===== src/verilog/iop_pkg.sv =====
/*
  Constants for the I/O port bank: register indices, field positions,
  reset values and the LCD port-mask thresholds.
  Assumes a 32-bit classic Wishbone bus; byte address = index * 4.
*/
package iop_pkg;

  // ==========================================================
  // Sizes
  localparam int unsigned IOP_PORTS = 6;
  localparam int unsigned IOP_PIN_PORTS = 5;
  localparam int unsigned IOP_GPINS = 4;

  // ==========================================================
  // Register indices
  localparam logic [5:0] IOP_IDX_A_PIN = 6'h00;
  localparam logic [5:0] IOP_IDX_A_DIR = 6'h01;
  localparam logic [5:0] IOP_IDX_A_OUT = 6'h02;
  localparam logic [5:0] IOP_IDX_B_PIN = 6'h03;
  localparam logic [5:0] IOP_IDX_B_DIR = 6'h04;
  localparam logic [5:0] IOP_IDX_B_OUT = 6'h05;
  localparam logic [5:0] IOP_IDX_C_PIN = 6'h06;
  localparam logic [5:0] IOP_IDX_C_DIR = 6'h07;
  localparam logic [5:0] IOP_IDX_C_OUT = 6'h08;
  localparam logic [5:0] IOP_IDX_D_PIN = 6'h09;
  localparam logic [5:0] IOP_IDX_D_DIR = 6'h0a;
  localparam logic [5:0] IOP_IDX_D_OUT = 6'h0b;
  localparam logic [5:0] IOP_IDX_E_PIN = 6'h0c;
  localparam logic [5:0] IOP_IDX_E_DIR = 6'h0d;
  localparam logic [5:0] IOP_IDX_E_OUT = 6'h0e;
  localparam logic [5:0] IOP_IDX_F_DIR = 6'h10;
  localparam logic [5:0] IOP_IDX_F_OUT = 6'h11;
  localparam logic [5:0] IOP_IDX_MCU = 6'h35;

  // ==========================================================
  // Control register fields
  localparam int unsigned IOP_MCU_DBG_DIS = 7;
  localparam int unsigned IOP_MCU_PULL_DIS = 4;
  localparam int unsigned IOP_MCU_VSEL = 1;
  localparam int unsigned IOP_MCU_VCE = 0;
  localparam logic [7:0] IOP_MCU_WMASK = 8'h93;

  // ==========================================================
  // Reset values
  localparam logic [7:0] IOP_DIR_RST = 8'h00;
  localparam logic [7:0] IOP_OUT_RST = 8'h00;
  localparam logic [7:0] IOP_PIN_RST = 8'h00;
  localparam logic [7:0] IOP_MCU_RST = 8'h00;

  // ==========================================================
  // LCD port-mask thresholds
  localparam logic [2:0] IOP_LCD_MASK_G3 = 3'h6;
  localparam logic [2:0] IOP_LCD_MASK_G10 = 3'h0;

  // ==========================================================
  // Access kinds
  typedef enum {
    IOP_ACC_NONE,
    IOP_ACC_PIN,
    IOP_ACC_DIR,
    IOP_ACC_OUT,
    IOP_ACC_MCU
  } iop_acc_type;

endpackage


===== src/verilog/iop_pin_cell.sv =====
/*
  Pin control for one 8-bit port: register-derived controls with
  per-pin override enables and values for pull-up, direction and
  digital input enable.
  Assumes override signals arrive from the alternate-function owner.
*/
module iop_pin_cell
  import iop_pkg::*;
(
  // Register side
  input wire logic [7:0] dir_i,
  input wire logic [7:0] out_i,
  input wire logic pull_dis_i,
  // Overrides
  input wire logic [7:0] pu_oe_i,
  input wire logic [7:0] pu_ov_i,
  input wire logic [7:0] dd_oe_i,
  input wire logic [7:0] dd_ov_i,
  input wire logic [7:0] ie_oe_i,
  input wire logic [7:0] ie_ov_i,
  // Pad side
  output logic [7:0] pin_out_o,
  output logic [7:0] pin_oe_o,
  output logic [7:0] pullup_o,
  output logic [7:0] in_en_o
);

  // ==========================================================
  // Control mux
  logic [7:0] reg_pull;

  always_comb
  begin
    // Pull-up only for input with data one
    reg_pull = ~dir_i & out_i & {8{~pull_dis_i}};
    // Disable wins even over an override value of one
    pullup_o = ((pu_oe_i & pu_ov_i) | (~pu_oe_i & reg_pull))
               & {8{~pull_dis_i}};
    pin_oe_o = (dd_oe_i & dd_ov_i) | (~dd_oe_i & dir_i);
    in_en_o = (ie_oe_i & ie_ov_i) | ~ie_oe_i;
    // Value and toggle overrides are not wired at all
    pin_out_o = out_i;
  end

endmodule


===== src/verilog/iop_port_bank.sv =====
/*
  I/O port bank: ports A to F with output data and direction registers,
  input pin registers on A to E, global control register and the LCD
  overrides on port G pins 3 to 0, behind a classic Wishbone slave.
  Assumes pins synchronous to clk_i; port G registers live elsewhere
  and feed their direction and data bits in.
*/
// Contract
// Pin G3 is overridden only with the LCD on and mask above 6; pin G2 whenever the LCD is on.
// Pins G1 and G0 are overridden while the LCD is on and the mask is above 0.
// Overridden G pins get pull-up off, input direction, input disabled; no value override.
// The global pull-up disable bit keeps every pull-up off.
// Control register holds bits 7, 4, 1, 0; bits 6, 5, 3, 2 read zero; resets to zero.
// Each port has an 8-bit read/write output data register that resets to zero.
// Each port has an 8-bit read/write direction register that resets to zero (inputs).
// Each of ports A to E has an 8-bit input pin register that follows the pins.
// Ports A to E take three addresses each: pins, direction, data, from index 0x00.
// Port F has direction at index 0x10 and data at 0x11.
// An asserted override enable replaces the register-derived control with its value.
// A pull-up is on only for direction zero, data one, no disable, no override.
module iop_port_bank
  import iop_pkg::*;
(
  // Clock and reset
  input wire logic clk_i,
  input wire logic rst_i,
  // Wishbone slave
  input wire logic wb_cyc_i,
  input wire logic wb_stb_i,
  input wire logic wb_we_i,
  input wire logic [7:0] wb_adr_i,
  input wire logic [3:0] wb_sel_i,
  input wire logic [31:0] wb_dat_i,
  output logic [31:0] wb_dat_o,
  output logic wb_ack_o,
  // Ports A to F pads
  input wire logic [47:0] port_pin_i,
  output logic [47:0] port_out_o,
  output logic [47:0] port_oe_o,
  output logic [47:0] port_pullup_o,
  output logic [47:0] port_in_en_o,
  // LCD driver state
  input wire logic lcd_driver_enable_i,
  input wire logic [2:0] lcd_port_mask_i,
  // Port G pins 3 to 0
  input wire logic [3:0] portg_dir_i,
  input wire logic [3:0] portg_out_i,
  output logic [3:0] portg_out_o,
  output logic [3:0] portg_oe_o,
  output logic [3:0] portg_pullup_o,
  output logic [3:0] portg_in_en_o,
  // Control register fields
  output logic debug_interface_disable_o,
  output logic vector_table_select_o,
  output logic vector_change_enable_o
);

  // ==========================================================
  // Decode helpers
  function automatic iop_acc_type acc_kind(input logic [5:0] idx);
    iop_acc_type k;
    k = IOP_ACC_NONE;
    case (idx)
      IOP_IDX_A_PIN, IOP_IDX_B_PIN, IOP_IDX_C_PIN,
      IOP_IDX_D_PIN, IOP_IDX_E_PIN: k = IOP_ACC_PIN;
      IOP_IDX_A_DIR, IOP_IDX_B_DIR, IOP_IDX_C_DIR,
      IOP_IDX_D_DIR, IOP_IDX_E_DIR: k = IOP_ACC_DIR;
      IOP_IDX_F_DIR: k = IOP_ACC_DIR;
      IOP_IDX_A_OUT, IOP_IDX_B_OUT, IOP_IDX_C_OUT,
      IOP_IDX_D_OUT, IOP_IDX_E_OUT: k = IOP_ACC_OUT;
      IOP_IDX_F_OUT: k = IOP_ACC_OUT;
      IOP_IDX_MCU: k = IOP_ACC_MCU;
      default: k = IOP_ACC_NONE;
    endcase
    return k;
  endfunction

  function automatic logic [2:0] acc_port(input logic [5:0] idx);
    logic [2:0] p;
    p = 3'h0;
    case (idx)
      IOP_IDX_A_PIN, IOP_IDX_A_DIR, IOP_IDX_A_OUT: p = 3'h0;
      IOP_IDX_B_PIN, IOP_IDX_B_DIR, IOP_IDX_B_OUT: p = 3'h1;
      IOP_IDX_C_PIN, IOP_IDX_C_DIR, IOP_IDX_C_OUT: p = 3'h2;
      IOP_IDX_D_PIN, IOP_IDX_D_DIR, IOP_IDX_D_OUT: p = 3'h3;
      IOP_IDX_E_PIN, IOP_IDX_E_DIR, IOP_IDX_E_OUT: p = 3'h4;
      IOP_IDX_F_DIR, IOP_IDX_F_OUT: p = 3'h5;
      default: p = 3'h0;
    endcase
    return p;
  endfunction

  // ==========================================================
  // State
  logic [IOP_PORTS-1:0][7:0] dir_r;
  logic [IOP_PORTS-1:0][7:0] dir_nxt;
  logic [IOP_PORTS-1:0][7:0] out_r;
  logic [IOP_PORTS-1:0][7:0] out_nxt;
  logic [IOP_PIN_PORTS-1:0][7:0] pin_r;
  logic [IOP_PIN_PORTS-1:0][7:0] pin_nxt;
  logic [7:0] mcu_r;
  logic [7:0] mcu_nxt;
  logic ack_r;
  logic ack_nxt;
  logic [31:0] rdat_r;
  logic [31:0] rdat_nxt;

  // ==========================================================
  // Bus decode
  logic req;
  logic wr;
  logic [5:0] idx;
  logic [2:0] prt;
  iop_acc_type kind;
  logic [7:0] rd_byte;
  logic pull_dis;

  // Ack drops the cycle after it rises, so one request is one beat
  assign req = wb_cyc_i & wb_stb_i & ~ack_r;
  // Byte lanes above zero hold no storage
  assign wr = req & wb_we_i & wb_sel_i[0];
  assign idx = wb_adr_i[7:2];
  assign kind = acc_kind(idx);
  assign prt = acc_port(idx);
  assign pull_dis = mcu_r[IOP_MCU_PULL_DIS];

  always_comb
  begin
    rd_byte = 8'h00;
    case (kind)
      IOP_ACC_PIN: rd_byte = pin_r[prt];
      IOP_ACC_DIR: rd_byte = dir_r[prt];
      IOP_ACC_OUT: rd_byte = out_r[prt];
      IOP_ACC_MCU: rd_byte = mcu_r & IOP_MCU_WMASK;
      default: rd_byte = 8'h00;
    endcase
  end

  // ==========================================================
  // Register next state
  always_comb
  begin
    dir_nxt = dir_r;
    out_nxt = out_r;
    mcu_nxt = mcu_r;
    ack_nxt = req;
    rdat_nxt = rdat_r;
    // Input registers track the pads every cycle
    for (int i = 0; i < IOP_PIN_PORTS; i++)
    begin
      pin_nxt[i] = port_pin_i[i*8 +: 8];
    end
    if (req)
    begin
      rdat_nxt = {24'h000000, rd_byte};
    end
    if (wr)
    begin
      case (kind)
        IOP_ACC_DIR: dir_nxt[prt] = wb_dat_i[7:0];
        IOP_ACC_OUT: out_nxt[prt] = wb_dat_i[7:0];
        IOP_ACC_MCU: mcu_nxt = wb_dat_i[7:0] & IOP_MCU_WMASK;
        // Pin registers follow the pads; a write there is dropped
        default: mcu_nxt = mcu_r;
      endcase
    end
  end

  always_ff @(posedge clk_i)
  begin
    if (rst_i)
    begin
      dir_r <= {IOP_PORTS{IOP_DIR_RST}};
      out_r <= {IOP_PORTS{IOP_OUT_RST}};
      pin_r <= {IOP_PIN_PORTS{IOP_PIN_RST}};
      mcu_r <= IOP_MCU_RST;
      ack_r <= 1'b0;
      rdat_r <= 32'h00000000;
    end
    else
    begin
      dir_r <= dir_nxt;
      out_r <= out_nxt;
      pin_r <= pin_nxt;
      mcu_r <= mcu_nxt;
      ack_r <= ack_nxt;
      rdat_r <= rdat_nxt;
    end
  end

  assign wb_ack_o = ack_r;
  assign wb_dat_o = rdat_r;
  assign debug_interface_disable_o = mcu_r[IOP_MCU_DBG_DIS];
  assign vector_table_select_o = mcu_r[IOP_MCU_VSEL];
  assign vector_change_enable_o = mcu_r[IOP_MCU_VCE];

  // ==========================================================
  // Ports A to F pin control
  for (genvar g = 0; g < IOP_PORTS; g++)
  begin : g_port
    iop_pin_cell u_cell (
      .dir_i(dir_r[g]),
      .out_i(out_r[g]),
      .pull_dis_i(pull_dis),
      .pu_oe_i(8'h00),
      .pu_ov_i(8'h00),
      .dd_oe_i(8'h00),
      .dd_ov_i(8'h00),
      .ie_oe_i(8'h00),
      .ie_ov_i(8'h00),
      .pin_out_o(port_out_o[g*8 +: 8]),
      .pin_oe_o(port_oe_o[g*8 +: 8]),
      .pullup_o(port_pullup_o[g*8 +: 8]),
      .in_en_o(port_in_en_o[g*8 +: 8])
    );
  end

  // ==========================================================
  // Port G LCD overrides
  logic [3:0] lcd_ovr;
  logic [7:0] g_out;
  logic [7:0] g_oe;
  logic [7:0] g_pull;
  logic [7:0] g_ie;

  always_comb
  begin
    lcd_ovr[3] = lcd_driver_enable_i & (lcd_port_mask_i > IOP_LCD_MASK_G3);
    lcd_ovr[2] = lcd_driver_enable_i;
    lcd_ovr[1] = lcd_driver_enable_i & (lcd_port_mask_i > IOP_LCD_MASK_G10);
    lcd_ovr[0] = lcd_driver_enable_i & (lcd_port_mask_i > IOP_LCD_MASK_G10);
  end

  // Segment driver owns the pad, so all three values are zero
  iop_pin_cell u_gcell (
    .dir_i({4'h0, portg_dir_i}),
    .out_i({4'h0, portg_out_i}),
    .pull_dis_i(pull_dis),
    .pu_oe_i({4'h0, lcd_ovr}),
    .pu_ov_i(8'h00),
    .dd_oe_i({4'h0, lcd_ovr}),
    .dd_ov_i(8'h00),
    .ie_oe_i({4'h0, lcd_ovr}),
    .ie_ov_i(8'h00),
    .pin_out_o(g_out),
    .pin_oe_o(g_oe),
    .pullup_o(g_pull),
    .in_en_o(g_ie)
  );

  assign portg_out_o = g_out[3:0];
  assign portg_oe_o = g_oe[3:0];
  assign portg_pullup_o = g_pull[3:0];
  assign portg_in_en_o = g_ie[3:0];

endmodule


===== config.mk =====
export PLATFORM = sky130hd
export DESIGN_NAME = iop_port_bank
export DESIGN_NICKNAME = d
export VERILOG_FILES = /design/src/verilog/iop_pkg.sv /design/src/verilog/iop_pin_cell.sv /design/src/verilog/iop_port_bank.sv
export SDC_FILE = /design/constraint.sdc
export NUM_CORES = 1
export LEC_CHECK = 0
export ABC_AREA = 1
export BUFFER_PORTS_ARGS = -buffer_cell sky130_fd_sc_hd__buf_4
export CAP_MARGIN = 30
export CORE_AREA = 2 2 138 140
export CTS_CLUSTER_DIAMETER = 150
export DETAILED_ROUTE_END_ITERATION = 10
export DIE_AREA = 0 0 140 142
export GPL_TIMING_DRIVEN = 1
export PLACE_DENSITY = 0.7
export SLEW_MARGIN = 25
export SYNTH_ARGS = -nofsm -noshare
export SYNTH_HDL_FRONTEND = slang
export SYNTH_SLANG_ARGS = --single-unit
export TNS_END_PERCENT = 10

===== constraint.sdc =====
create_clock -name clk_i -period 2.69 [get_ports clk_i]
set_clock_uncertainty 0.1 [all_clocks]
set_input_delay 0.538 -clock clk_i [delete_from_list [all_inputs] [get_ports clk_i]]
set_output_delay 0.538 -clock clk_i [all_outputs]
set_load 0.05 [all_outputs]

==> impl_metrics.json <==
{
  "outcome": "finished, violations left",
  "violations": "design-rule violations",
  "critPathCaptureType": "flip-flop",
  "grt_pass1_wl_mm": 39.5,
  "syn-cell-area_sq_um": 7740,
  "dp_hpwl_mm": 19.8,
  "p_comb_frac": 0.152,
  "nets": 1503,
  "clock_latency_ps": 420,
  "vias_per_cell": 4.89,
  "maxCapViolCount": 0,
  "yosys.cell_types.count": 33,
  "cp-startpoint": "wb_adr_i[3]",
  "rrSetupSlack_ps": 580,
  "fillCellCount": 1809,
  "syn_inst": 1144,
  "wl_mm": 26.2,
  "place_ws_ps": -136,
  "syn-mean-instance-area_sq_um": 6.77,
  "internal_power_mw": 4.13,
  "hold_start": "port_pin_i[30]",
  "grt.overflow.total": 0,
  "core_area_sq_um": 18500,
  "cts_tree": "done",
  "worstReg2RegStart": "wb_ack_o$_SDFF_PP0_",
  "setup_viol": 0,
  "start_util": 0.420,
  "p_switching_mw": 1.57,
  "synth_top_area_cell": "dfxtp_1",
  "worstMarginPinSlew_ps": 621,
  "drive_above_1_share": 0.249,
  "grt_max_degree": 57,
  "cts_setup_buffers": 0,
  "cts_sinks": 149,
  "synthToLayoutAreaGrowth_pct": 33.6,
  "cp.arrival_ps": 2580,
  "cts_buffers": 17,
  "clk_pin_slew_ps": 60,
  "synth_top_flop_cell": "dfxtp_1",
  "vias": 7992,
  "critPathKind": "primary input to flip-flop",
  "drc": 25,
  "fin_ws_ps": 284,
  "ant_nets": 0,
  "io_pins": 353,
  "postCtsHoldBufs": 0,
  "seq_area_frac_synth": 0.385,
  "die_y_microns": 142,
  "cp.required_ps": 2870,
  "cts_max_path_buffers": 2,
  "synth_edf_count": 0,
  "yosysWarnings": 0,
  "leakagePower_nw": 5.06,
  "ir_worst_vdd_v": 0.000485,
  "slew_headroom": 0.586,
  "cts.root.buffer_cell": "clkbuf_16",
  "start_kind": "primary input",
  "seq_power_share": 0.396,
  "cts.repair.resized": 0,
  "synth_top_area_frac": 0.385,
  "portBuffers": 243,
  "synth.area.top_cells": "dfxtp_1 (39%), nand2_1 (9.8%), nor2_1 (9.2%)",
  "rsz0062_at_grt": "false",
  "num_rows": 50,
  "antenna_found_initial": 0,
  "switching_share": 0.276,
  "ys_ff_latch": 149,
  "gp_congestion": 0.914,
  "p_per_area_nw_per_um2": 551,
  "hold_viol_final": 0,
  "period_share": 0.894,
  "drt_iter0_markers": 679,
  "die-area_sq_um": 19900,
  "grt_pass1_vias": 7373,
  "wire_per_inst_microns": 16.0,
  "htreeDepth": 4,
  "whs_ps": 216,
  "synthArstFlopShare": 0,
  "max_freq_mhz": 416,
  "cp_max_fo": 16,
  "drtPass1Iterations": 11,
  "finalMaxSlewViolations": 0,
  "grt_usage": 0.257,
  "diodes": 0,
  "worstHoldPathType": "primary input to flip-flop",
  "die_w_microns": 140,
  "clockPowerShare": 0.452,
  "min_period_ps": 2410
}
[logic make-up (layout without fill, tap and decap cells)]
logic type	count (synthesis)	after routing	share of synthesized area
and+or+nand+nor	538	538	0.297
buffers and inverters	287	474	0.182
AOI/OAI and AO/OA	162	162	0.126
DFF	149	149	0.385
adders and majority gates	6	6	0.00969
other	2	72	0.000970
[metal layers]
| metal | global-route usage | routed length [microns] |
|---|---|---|
| met1 | 0.302 | 10300 |
| met2 | 0.435 | 12600 |
| met3 | 0.0636 | 2200 |
| met4 | 0.135 | 1060 |
| met5 | 0 | 0 |
[final cells by class]
cell class | instances | area (sq um) | share of cell area
Clock buffer | 21 | 440 | 0.0426
Clock inverter | 11 | 198 | 0.0191
Inverter | 149 | 562 | 0.0543
Multi-Input combinational cell | 778 | 3620 | 0.350
Sequential cell | 149 | 2980 | 0.288
Tap cell | 234 | 293 | 0.0283
Timing Repair Buffer | 293 | 2250 | 0.217
[worst max-delay path: stages]
cell	delay, ps
buf_4	140
inv_1	90
ha_1	140
nand3b_1	120
nand3_1	120
nand2_2	300
nand2_1	350
buf_4	270
o22ai_1	160
nor2_1	60
nand2_1	80
nand3_1	90
nand2_1	70
a21oi_1	50
[placed cells by master (no fill, tap or decap), types with 2 or more instances in the layout]
master and n:
conb_1 72, nand3b_1 3, or2_2 2, nor3_1 56, nand2_1 203, buf_4 289, nor2_2 4, a21oi_1 53
nand3_1 62, inv_2 3, nand2_2 5, clkbuf_1 4, inv_1 144, nor2_4 8, bufinv_16 5, ha_1 6
nor2_1 189, buf_12 4, a211oi_1 61, inv_6 3, o21ai_0 44, dfxtp_1 148, clkbuf_16 17
[cell usage after synthesis (2+ instances only)]
| master | instances |
|---|---|
| dfxtp_1 | 149 |
| a211oi_1 | 61 |
| nand3_1 | 62 |
| nand2_2 | 5 |
| buf_4 | 80 |
| nand2_1 | 203 |
| nor2_4 | 8 |
| or2_2 | 2 |
| nand3b_1 | 3 |
| inv_2 | 3 |
| buf_2 | 22 |
| nor2_2 | 4 |
| o21ai_0 | 44 |
| clkbuf_1 | 35 |
| a21oi_1 | 53 |
| nor3_1 | 56 |
| ha_1 | 6 |
| inv_1 | 144 |
| conb_1 | 2 |
| nor2_1 | 189 |
[metrics by stage]
stage                     cell area, sq um  std cells  power [mW]  TNS, ps  utilization
after floorplan                       8010       1214        2.97     -117            -
after global placement                9710       1603        3.16     -784        0.526
after detailed placement              9710       1603        3.16    -1120        0.526
after CTS                            10300       1635        5.73        0        0.560
after global routing                 10300       1635        5.89        0        0.560
final                                10300       1635        5.70        0        0.560
[worst paths after layout]
check                           cells past startpoint                  endpoint
worst min register to register                      2  wb_dat_o[7]$_SDFFE_PP0P_
worst min-delay path                                3      pin_r[30]$_SDFF_PP0_
worst max-delay path                               14  wb_dat_o[5]$_SDFFE_PP0P_
worst max register to register                      6    out_r[35]$_SDFFE_PP0P_
[registers in the layout, summed over array words and instances, names as in the netlist]
register	cells
dir_r	48
out_r	48
wb_dat_o	8
mcu_r	4
pin_r	40
wb_ack_o	1
[power by group through the flow]
stage | Sequential, mW | Clock (mW) | Combinational [mW]
global placement | 2.30 | 0 | 0.851
global route | 2.26 | 2.70 | 0.929
finish | 2.26 | 2.58 | 0.867
floorplan | 2.32 | 0 | 0.653
detailed placement | 2.30 | 0 | 0.858
CTS | 2.26 | 2.62 | 0.860
Note: power is estimated with default switching activity, not from simulation.
